## src/kbc_consts.svh

```systemverilog
// Constants for the keyboard-console encoder: offsets, codes, timing
//
// Contract
// - Each non-shift key stores bytes, raises request
// - Bytes leave only on a sense read
// - Character keys give status 0100 0000
// - Extension keys give bit 4 status
// - Function keys give status 0001 0000
// - Command keys set status bit 2
// - Held tab/backspace second level repeats bytes
// - Backspace, return, space use their function codes
// - Inquiry switch acts as function key 0001 0001
// - Shift only selects upper codes, no request
// - Eight command keys, sixteen with option
// - Eight field lights, light 8 lowest bit
// - Command key lights set or cleared by program
// - Stop light and nine halt lights
// - Stop halts after operation; start clears, resumes
// - In-flight I/O transfer completes before halting
// - Keyboard requests on interrupt level one
// - Sense gives status first, data second
`ifndef KBC_CONSTS_SVH
`define KBC_CONSTS_SVH

// ------------------------------------------------------------
// Register byte offsets
// ------------------------------------------------------------
`define KBC_OFS_START     5'h00
`define KBC_OFS_SENSE     5'h04
`define KBC_OFS_FIELD     5'h08
`define KBC_OFS_CMD_ON    5'h0c
`define KBC_OFS_CMD_OFF   5'h10
`define KBC_OFS_HALT      5'h14
`define KBC_OFS_STATE     5'h18

// ------------------------------------------------------------
// Field positions in the start I/O word
// ------------------------------------------------------------
`define KBC_START_INTEN   0
`define KBC_START_UNLOCK  1

// ------------------------------------------------------------
// Status and data bytes
// ------------------------------------------------------------
`define KBC_ST_CHAR       8'h40
`define KBC_ST_CMD        8'h20
`define KBC_ST_FUNC       8'h10
`define KBC_ST_EXT        8'h08
`define KBC_CODE_INQUIRY  8'h11
`define KBC_CODE_TAB      8'h05
`define KBC_CODE_BKSP     8'h16
`define KBC_RST_BYTE      8'h00

// ------------------------------------------------------------
// Timing
// ------------------------------------------------------------
`define KBC_CLK_NS        100
`define KBC_TYPA_US       100000
`define KBC_TYPA_CYC      ((`KBC_TYPA_US * 1000) / `KBC_CLK_NS)

`endif

```

## src/kbc_pkg.sv

```systemverilog
// Types shared by the keyboard-console encoder files
package kbc_pkg;

  // Key group reported by the keyboard along with each press
  typedef enum logic [1:0] {
    KBC_GRP_CHAR,
    KBC_GRP_FUNC,
    KBC_GRP_CMD,
    KBC_GRP_EXT
  } kbc_grp_e;

  // Start/stop sequencing
  typedef enum logic [1:0] {
    KBC_RUN,
    KBC_DRAIN,
    KBC_HALTED
  } kbc_run_e;

endpackage : kbc_pkg

```

## src/kbc_top.sv

```systemverilog
// Keyboard-console attachment: key capture, sense, lights, start/stop
`timescale 1ns/1ps
`include "kbc_consts.svh"
module kbc_top #(
  parameter int CMD_KEYS = 16,                        // Command keys fitted
  parameter int TYPA_CYC = `KBC_TYPA_CYC              // Typamatic repeat cycles
) (
  input  wire logic                core_clk,          // 10 MHz clock
  input  wire logic                arst_n,            // Async reset, low
  input  wire logic                ce,                // Clock enable
  input  wire logic [4:0]          avs_address,       // Byte address
  input  wire logic                avs_read,          // Read strobe
  input  wire logic                avs_write,         // Write strobe
  input  wire logic [31:0]         avs_writedata,     // Write data
  output logic      [31:0]         avs_readdata,      // Read data
  output logic                     avs_waitrequest,   // Stall
  input  wire logic                key_press_pin,     // A key is down
  input  wire logic                key_deep_pin,      // Second depression level
  input  wire logic                key_shift_pin,     // Shift held
  input  wire logic [1:0]          key_group_pin,     // Key group
  input  wire logic [7:0]          key_code_lo_pin,   // Lower-shift code
  input  wire logic [7:0]          key_code_up_pin,   // Upper-shift code
  input  wire logic                inquiry_pin,       // Inquiry switch on
  input  wire logic                stop_sw_pin,       // Start/stop at stop
  input  wire logic                cpu_op_end,        // Operation ends
  input  wire logic                io_busy,           // I/O transfer running
  output logic                     irq_lvl1,          // Level 1 request
  output logic                     cpu_halt,          // Halt processor
  output logic                     kb_ready_light,    // Keyboard ready
  output logic                     stop_light,        // Stop light
  output logic [8:0]               halt_lights,       // Halt code lights
  output logic [7:0]               field_lights,      // Field/operation lights
  output logic [CMD_KEYS-1:0]      cmd_lights         // Command key lights
);
  import kbc_pkg::*;

  // ------------------------------------------------------------
  // Pin synchronisation
  // ------------------------------------------------------------
  logic [22:0] pins_s;                       // Synchronised pin bundle
  logic        press_s, deep_s, shift_s;     // Key levels
  logic        inq_s, stop_s;                // Switch levels
  logic [7:0]  lo_s, up_s;                   // Codes
  kbc_grp_e    grp_s;                        // Group

  kbc_sync #(.W(23)) u_sync (
    .core_clk (core_clk),
    .arst_n   (arst_n),
    .ce       (ce),
    .pin_in   ({key_press_pin, key_deep_pin, key_shift_pin, key_group_pin,
                key_code_lo_pin, key_code_up_pin, inquiry_pin, stop_sw_pin}),
    .sync_out (pins_s)
  );

  // Codes are held steady by the keyboard before the press level rises
  assign {press_s, deep_s, shift_s} = pins_s[22:20];
  assign grp_s  = kbc_grp_e'(pins_s[19:18]);
  assign lo_s   = pins_s[17:10];
  assign up_s   = pins_s[9:2];
  assign inq_s  = pins_s[1];
  assign stop_s = pins_s[0];

  // ------------------------------------------------------------
  // Encoding
  // ------------------------------------------------------------
  logic        press_d_r, inq_d_r;           // Previous levels
  logic        press_rise, inq_rise;         // New press, new inquiry
  logic [7:0]  enc_status, enc_data;         // Encoded bytes
  logic        enc_valid, enc_typa;          // Encoder flags

  assign press_rise = press_s && !press_d_r;
  assign inq_rise   = inq_s && !inq_d_r;

  kbc_encoder #(.CMD_KEYS(CMD_KEYS)) u_enc (
    .group    (grp_s),
    .code_lo  (lo_s),
    .code_up  (up_s),
    .shift    (shift_s),
    .inquiry  (inq_rise),
    .status   (enc_status),
    .data     (enc_data),
    .valid    (enc_valid),
    .typa_key (enc_typa)
  );

  // ------------------------------------------------------------
  // Avalon slave: one wait cycle, then the answer edge
  // ------------------------------------------------------------
  logic        bus_req;                      // Request present
  logic        bus_take;                     // Edge where access takes effect
  logic        wr_start, wr_field, wr_on, wr_off, wr_halt;  // Write decodes
  logic        rd_sense;                     // Sense read taken
  logic [31:0] rd_mux;                       // Read value

  assign bus_req  = avs_read || avs_write;
  assign bus_take = bus_req && !avs_waitrequest;
  assign wr_start = bus_take && avs_write && (avs_address == `KBC_OFS_START);
  assign wr_field = bus_take && avs_write && (avs_address == `KBC_OFS_FIELD);
  assign wr_on    = bus_take && avs_write && (avs_address == `KBC_OFS_CMD_ON);
  assign wr_off   = bus_take && avs_write && (avs_address == `KBC_OFS_CMD_OFF);
  assign wr_halt  = bus_take && avs_write && (avs_address == `KBC_OFS_HALT);
  assign rd_sense = bus_take && avs_read && (avs_address == `KBC_OFS_SENSE);

  // Waitrequest drops for exactly one cycle per request
  always_ff @(posedge core_clk or negedge arst_n)
  begin
    if (!arst_n)
      avs_waitrequest <= 1'b1;
    else if (ce)
      avs_waitrequest <= avs_waitrequest ? !bus_req : 1'b1;
  end

  // ------------------------------------------------------------
  // Keyboard state
  // ------------------------------------------------------------
  logic        int_en_r;                     // Level 1 interrupts enabled
  logic        unlock_r;                     // Keys unlocked
  logic        pend_r;                       // Byte pair waiting
  logic        sense_ptr_r;                  // 0: status next, 1: data next
  logic [7:0]  status_r, data_r;             // Held byte pair
  logic [$clog2(TYPA_CYC+1)-1:0] typa_cnt_r; // Repeat timer
  logic        typa_due;                     // Repeat interval elapsed
  logic        hold_typa_r;                  // Held key is tab/backspace
  logic        key_take, inq_take, rep_take, capture;  // Capture causes

  assign typa_due = (typa_cnt_r == ($bits(typa_cnt_r))'(TYPA_CYC));
  assign key_take = press_rise && enc_valid && int_en_r && unlock_r && !pend_r;
  assign inq_take = inq_rise && int_en_r && !pend_r;
  assign rep_take = press_s && deep_s && hold_typa_r && typa_due &&
                    int_en_r && unlock_r && !pend_r;
  assign capture  = key_take || inq_take || rep_take;

  // Edge detect history
  always_ff @(posedge core_clk or negedge arst_n)
  begin
    if (!arst_n)
    begin
      press_d_r <= 1'b0;
      inq_d_r   <= 1'b0;
    end
    else if (ce)
    begin
      press_d_r <= press_s;
      inq_d_r   <= inq_s;
    end
  end

  // Repeat timer restarts at each capture and on release
  always_ff @(posedge core_clk or negedge arst_n)
  begin
    if (!arst_n)
    begin
      typa_cnt_r  <= '0;
      hold_typa_r <= 1'b0;
    end
    else if (ce)
    begin
      if (key_take)
        hold_typa_r <= enc_typa;
      else if (!press_s)
        hold_typa_r <= 1'b0;
      if (!press_s || capture)
        typa_cnt_r <= '0;
      else if (!typa_due)
        typa_cnt_r <= typa_cnt_r + 1'b1;
    end
  end

  // Start I/O and capture; a capture wins over the restore clear
  always_ff @(posedge core_clk or negedge arst_n)
  begin
    if (!arst_n)
    begin
      int_en_r <= 1'b0;
      unlock_r <= 1'b0;
      pend_r   <= 1'b0;
    end
    else if (ce)
    begin
      if (wr_start)
      begin
        int_en_r <= avs_writedata[`KBC_START_INTEN];
        if (avs_writedata[`KBC_START_UNLOCK])
        begin
          unlock_r <= 1'b1;
          pend_r   <= 1'b0;
        end
      end
      if (capture)
      begin
        pend_r   <= 1'b1;
        unlock_r <= 1'b0;
      end
    end
  end

  // Byte pair and sense order
  always_ff @(posedge core_clk or negedge arst_n)
  begin
    if (!arst_n)
    begin
      status_r    <= `KBC_RST_BYTE;
      data_r      <= `KBC_RST_BYTE;
      sense_ptr_r <= 1'b0;
    end
    else if (ce)
    begin
      if (capture)
      begin
        status_r    <= enc_status;
        data_r      <= enc_data;
        sense_ptr_r <= 1'b0;
      end
      else if (rd_sense)
        sense_ptr_r <= !sense_ptr_r;
    end
  end

  // Request and ready light are registered outputs
  always_ff @(posedge core_clk or negedge arst_n)
  begin
    if (!arst_n)
    begin
      irq_lvl1       <= 1'b0;
      kb_ready_light <= 1'b0;
    end
    else if (ce)
    begin
      irq_lvl1       <= pend_r && int_en_r;
      kb_ready_light <= unlock_r && int_en_r;
    end
  end

  // ------------------------------------------------------------
  // Console lights under program control
  // ------------------------------------------------------------
  always_ff @(posedge core_clk or negedge arst_n)
  begin
    if (!arst_n)
    begin
      field_lights <= '0;
      cmd_lights   <= '0;
    end
    else if (ce)
    begin
      if (wr_field)
        field_lights <= avs_writedata[7:0];
      if (wr_on)
        cmd_lights <= cmd_lights | avs_writedata[CMD_KEYS-1:0];
      else if (wr_off)
        cmd_lights <= cmd_lights & ~avs_writedata[CMD_KEYS-1:0];
    end
  end

  // ------------------------------------------------------------
  // Start/stop sequencing
  // ------------------------------------------------------------
  kbc_run_e run_r;                           // Run state

  // Halt waits for operation end with no I/O moving
  always_ff @(posedge core_clk or negedge arst_n)
  begin
    if (!arst_n)
    begin
      run_r       <= KBC_RUN;
      cpu_halt    <= 1'b0;
      stop_light  <= 1'b0;
      halt_lights <= '0;
    end
    else if (ce)
    begin
      if (wr_halt)
        halt_lights <= avs_writedata[8:0];
      case (run_r)
        KBC_RUN:
          if (stop_s)
            run_r <= KBC_DRAIN;
        KBC_DRAIN:
          if (!stop_s)
            run_r <= KBC_RUN;
          else if (cpu_op_end && !io_busy)
          begin
            run_r      <= KBC_HALTED;
            cpu_halt   <= 1'b1;
            stop_light <= 1'b1;
          end
        KBC_HALTED:
          if (!stop_s)
          begin
            run_r       <= KBC_RUN;
            cpu_halt    <= 1'b0;
            stop_light  <= 1'b0;
            halt_lights <= '0;
          end
        default:
          run_r <= KBC_RUN;
      endcase
    end
  end

  // ------------------------------------------------------------
  // Read mux, loaded as waitrequest drops
  // ------------------------------------------------------------
  always_comb
  begin
    rd_mux = '0;
    case (avs_address)
      `KBC_OFS_SENSE: rd_mux = {24'h000000, sense_ptr_r ? data_r : status_r};
      `KBC_OFS_FIELD: rd_mux = {24'h000000, field_lights};
      `KBC_OFS_CMD_ON: rd_mux = 32'(cmd_lights);
      `KBC_OFS_HALT:  rd_mux = {22'h000000, stop_light, halt_lights};
      `KBC_OFS_STATE: rd_mux = {27'h0000000, cpu_halt, sense_ptr_r, pend_r,
                                unlock_r, int_en_r};
      default:        rd_mux = '0;
    endcase
  end

  always_ff @(posedge core_clk or negedge arst_n)
  begin
    if (!arst_n)
      avs_readdata <= '0;
    else if (ce && avs_waitrequest && avs_read)
      avs_readdata <= rd_mux;
  end
endmodule : kbc_top

```

## src/kbc_sync.sv

```systemverilog
// Two-flop synchroniser for pin inputs
`timescale 1ns/1ps
module kbc_sync #(
  parameter int W = 1                   // Width of the bundle
) (
  input  wire logic         core_clk,   // Core clock
  input  wire logic         arst_n,     // Async reset, low active
  input  wire logic         ce,         // Clock enable
  input  wire logic [W-1:0] pin_in,     // Asynchronous pins
  output logic      [W-1:0] sync_out    // Synchronised copy
);
  logic [W-1:0] meta_r;                 // First stage, read only by second

  // ------------------------------------------------------------
  // Two stages, nothing taps the first one
  // ------------------------------------------------------------
  always_ff @(posedge core_clk or negedge arst_n)
  begin
    if (!arst_n)
    begin
      meta_r   <= '0;
      sync_out <= '0;
    end
    else if (ce)
    begin
      meta_r   <= pin_in;
      sync_out <= meta_r;
    end
  end
endmodule : kbc_sync

```

## src/kbc_encoder.sv

```systemverilog
// Key classifier: status byte and data byte for one keystroke
`timescale 1ns/1ps
`include "kbc_consts.svh"
module kbc_encoder #(
  parameter int CMD_KEYS = 16                // 8 standard, 16 with option
) (
  input  kbc_pkg::kbc_grp_e group,           // Key group from keyboard
  input  wire logic [7:0]   code_lo,         // Lower-shift weighted code
  input  wire logic [7:0]   code_up,         // Upper-shift weighted code
  input  wire logic         shift,           // Either shift key held
  input  wire logic         inquiry,         // Inquiry switch is the source
  output logic [7:0]        status,          // Status byte
  output logic [7:0]        data,            // Data byte
  output logic              valid,           // Key is fitted and encodable
  output logic              typa_key         // Tab or backspace
);
  import kbc_pkg::*;

  // ------------------------------------------------------------
  // Classification
  // ------------------------------------------------------------
  always_comb
  begin
    data     = shift ? code_up : code_lo;
    valid    = 1'b1;
    status   = `KBC_ST_CHAR;
    if (inquiry)
    begin
      status = `KBC_ST_FUNC;
      data   = `KBC_CODE_INQUIRY;
    end
    else
    begin
      case (group)
        KBC_GRP_CHAR: status = `KBC_ST_CHAR;
        KBC_GRP_FUNC: status = `KBC_ST_FUNC;
        KBC_GRP_CMD:
        begin
          status = `KBC_ST_CMD;
          data   = code_lo;
          valid  = (code_lo != 8'h00) && (code_lo <= 8'(CMD_KEYS));
        end
        KBC_GRP_EXT:  status = `KBC_ST_EXT;
        default:      status = `KBC_ST_CHAR;
      endcase
    end
    // Only these two function keys have a repeating second level
    typa_key = !inquiry && (group == KBC_GRP_FUNC) &&
               ((data == `KBC_CODE_TAB) || (data == `KBC_CODE_BKSP));
  end
endmodule : kbc_encoder

```

## config.mk

```make
export PLATFORM = sky130hd
export DESIGN_NAME = kbc_top
export DESIGN_NICKNAME = d
export VERILOG_FILES = /design/src/kbc_pkg.sv /design/src/kbc_top.sv /design/src/kbc_sync.sv /design/src/kbc_encoder.sv
export VERILOG_INCLUDE_DIRS = /design/src
export SDC_FILE = /design/constraint.sdc
export NUM_CORES = 1
export LEC_CHECK = 0
export BUFFER_PORTS_ARGS = -buffer_cell sky130_fd_sc_hd__buf_2
export CORE_MARGIN = 2
export CORE_UTILIZATION = 61
export CTS_BUF_LIST = sky130_fd_sc_hd__clkbuf_8
export DETAILED_ROUTE_END_ITERATION = 16
export GPL_TIMING_DRIVEN = 0
export PLACE_DENSITY = 0.86
export REMOVE_ABC_BUFFERS = 1
export SLEW_MARGIN = 30
export SYNTH_ARGS = -nofsm -noshare
export SYNTH_HDL_FRONTEND = slang
export SYNTH_SLANG_ARGS = --single-unit
export TNS_END_PERCENT = 50
```

## constraint.sdc

```tcl
create_clock -name core_clk -period 5.8 [get_ports core_clk]
set_input_delay 0.58 -clock core_clk [delete_from_list [all_inputs] [get_ports core_clk]]
set_output_delay 0.58 -clock core_clk [all_outputs]
set_load 0.02 [all_outputs]
```

==> impl_metrics.ini <==
[die]
die_w_um = 108.3
ioPinCount = 137
die_y_um = 108.3
start_util_pct = 61.98
num_rows = 38
coreArea_sq_um = 10700
die_area_sq_um = 11720

[sta]
finalSetupTns_ns = 0
relSlewSlack_pct = 45.32
finalHoldViolCount = 0
worst_slew_pin_slew_ns = 0.8179
rsz0062_at_grt = false
fin_crit_ns = 2.458
fin_crit_sh_pct = 42.38
setup_violations = 0
finClkSkew_ns = 0.009022
max_freq_mhz = 406.8
finalMaxSlewViolations = 0
setup_ws_ns = 3.342

[yosys]
synth.distinct_cells = 57
synth.area.top_cells = dfrtp_1, mux2_2, nand2_1
synth_most_common_cell = dfrtp_1
synth-seq-area-share_pct = 52.86
ys_ff_latch = 140
synth_top_area_share_pct = 52.46
synth_top_area_cell = dfrtp_1
syn_inst = 610
synth_area_per_cell_sq_um = 10.87
syn-cell-area_sq_um = 6630
ys_warn_count = 0
async_reset_ff_share_pct = 100.0
synth_top_flop_cell = dfrtp_1
synthTopCellsByCount = dfrtp_1, nand2_1, mux2_2, nor2_1, o21ai_0
synth-edff-count = 0

[place]
postPlaceCellArea_sq_um = 7207
pre_cts_slack_ns = 2.927
hpwl_mm = 10.11
port_buffers = 104
dp.cells = 825
routabilityCongestion = 0.8721

[drt]
drt_iter0_markers = 345
wl_per_cell_um = 16.70
via_per_inst = 5.807
drt-total-wl_mm = 14.29
vias = 4971
firstDrtPassIters = 6
postRouteAntennaNets = 0
drc = 0

[worst_setup_path]
r2r_end = typa_cnt_r[16]
reg2reg_depth = 6
criticalPathCategory = in2reg
endpoint_kind = flop
worstPathRequired_ns = 6.18
crit-reg2reg-launch = u_sync.sync_out[17]
start_kind = primary input
cp_max_fo = 16
r2r_setup_slack_ns = 3.40
critPathLaunch = avs_address[2]
worst_ep_arrival_time_ns = 2.83

[run_status]
outcome = complete, no violations

[clocking]
clk_pin_slew_worst_paths_ns = 0.07
cts_tree = done
cts_hold_buf = 0
cts_sinks = 140
cts_setup_buffers = 0
cts.repair.resized = 0
root_buffer = clkbuf_8
clock_latency_ns = 0.44
clockBufferDepth = 2
htree_levels = 4
cts_made_buffers = 17

[grt]
globalRouteOverflowTotal = 0
grt_usage_pct = 25.93
grt_max_degree = 93
grt_pass1_wl_mm = 23.47
antenna_found_initial = 0
grt_pass1_vias = 5027

[final_layout]
antennaDiodeCount = 0
layout.nets = 773
postLayoutCellArea_sq_um = 7610
drive_above_1_share_pct = 31.28
finalNonFillerCells = 856
area_growth_pct = 14.78

[job]
maxCapViolCount = 0

[hold_path]
hp-class = in2async

[power]
powerDensity_nw_per_um2 = 296.9
cellLeakagePower_nw = 3.744
peakVddDrop_uv = 194.6
-- critical path: stages --
cell and delay, ns:
buf_2 0.29, nor2b_1 0.60, and3_1 0.48, and2_1 0.60, mux2_2 0.28
-- through the flow --
step	util (%)	hold WS, ns	power (mW)
after global placement	66.69	0.4572	1.456
after floorplan	-	0.2844	1.339
after global routing	71.13	0.02846	2.364
final	71.13	0.01985	2.259
after detailed placement	67.37	0.4742	1.484
after CTS	71.13	0.02458	2.273
-- logic make-up after synthesis --
kind of cell | Yosys count | synth area share [%]
AOI/OAI and AO/OA | 80 | 7.341
and+or+nand+nor | 209 | 15.49
buffers and inverters | 62 | 4.642
xor gates and xnor gates | 13 | 1.717
DFF | 140 | 52.86
muxes | 103 | 17.51
other | 1 | 0.05656
adders and majority gates | 2 | 0.3774
-- per-layer routing --
metal | up-vias | GRT usage [%] | wire length, um
met5 | - | 0 | 0
met4 | 0 | 12.82 | 436
met3 | 43 | 6.389 | 733
met2 | 189 | 42.09 | 7198
met1 | 2449 | 32.62 | 5924
li1 | 2290 | - | -
-- cells in the final DEF (no fill, tap or decap), drive strengths merged, types with 5 or more instances in the layout --
master | Yosys | layout
conb | 1 | 16
nand3 | 14 | 14
inv | 16 | 20
dfrtp | 139 | 139
and2 | 5 | 5
nor2b | 6 | 6
a21oi | 18 | 18
nor2 | 49 | 49
a221oi | 6 | 6
mux2 | 83 | 83
nor4 | 5 | 5
buf | 27 | 106
and3 | 12 | 12
nand2 | 80 | 80
o21ai | 34 | 34
xor2 | 12 | 12
mux2i | 20 | 20
clkbuf | 19 | 20
nand4 | 7 | 7
-- final cells by class --
| cell class | count | area [sq um] |
|---|---|---|
| multi-input cells | 423 | 2879 |
| repair buffers | 106 | 588.1 |
| clock inverters | 11 | 127.6 |
| well taps | 140 | 175.2 |
| inverters | 16 | 60.06 |
| fillers | 773 | 3088 |
| flip-flops and latches | 140 | 3505 |
| clock buffers | 20 | 275.3 |
-- worst min-delay path by stage --
stage                            end              from  cells past startpoint
floorplan                  async pin            arst_n                      0
global placement    avs_readdata[15]  avs_readdata[15]                      2
detailed placement  avs_readdata[10]  avs_readdata[10]                      2
CTS                 avs_readdata[10]            arst_n                      1
global route        avs_readdata[10]            arst_n                      1
finish              avs_readdata[10]            arst_n                      1
-- where the power goes --
part | total, mW | leakage, nW | switching, mW | internal [mW]
Sequential | 1.15 | 1.82 | 0.0865 | 1.06
Combinational | 0.318 | 1.70 | 0.181 | 0.138
Clock | 0.790 | 0.219 | 0.342 | 0.448
Total | 2.26 | 3.74 | 0.609 | 1.65
No activity file was read; power rests on OpenSTA's default activity.
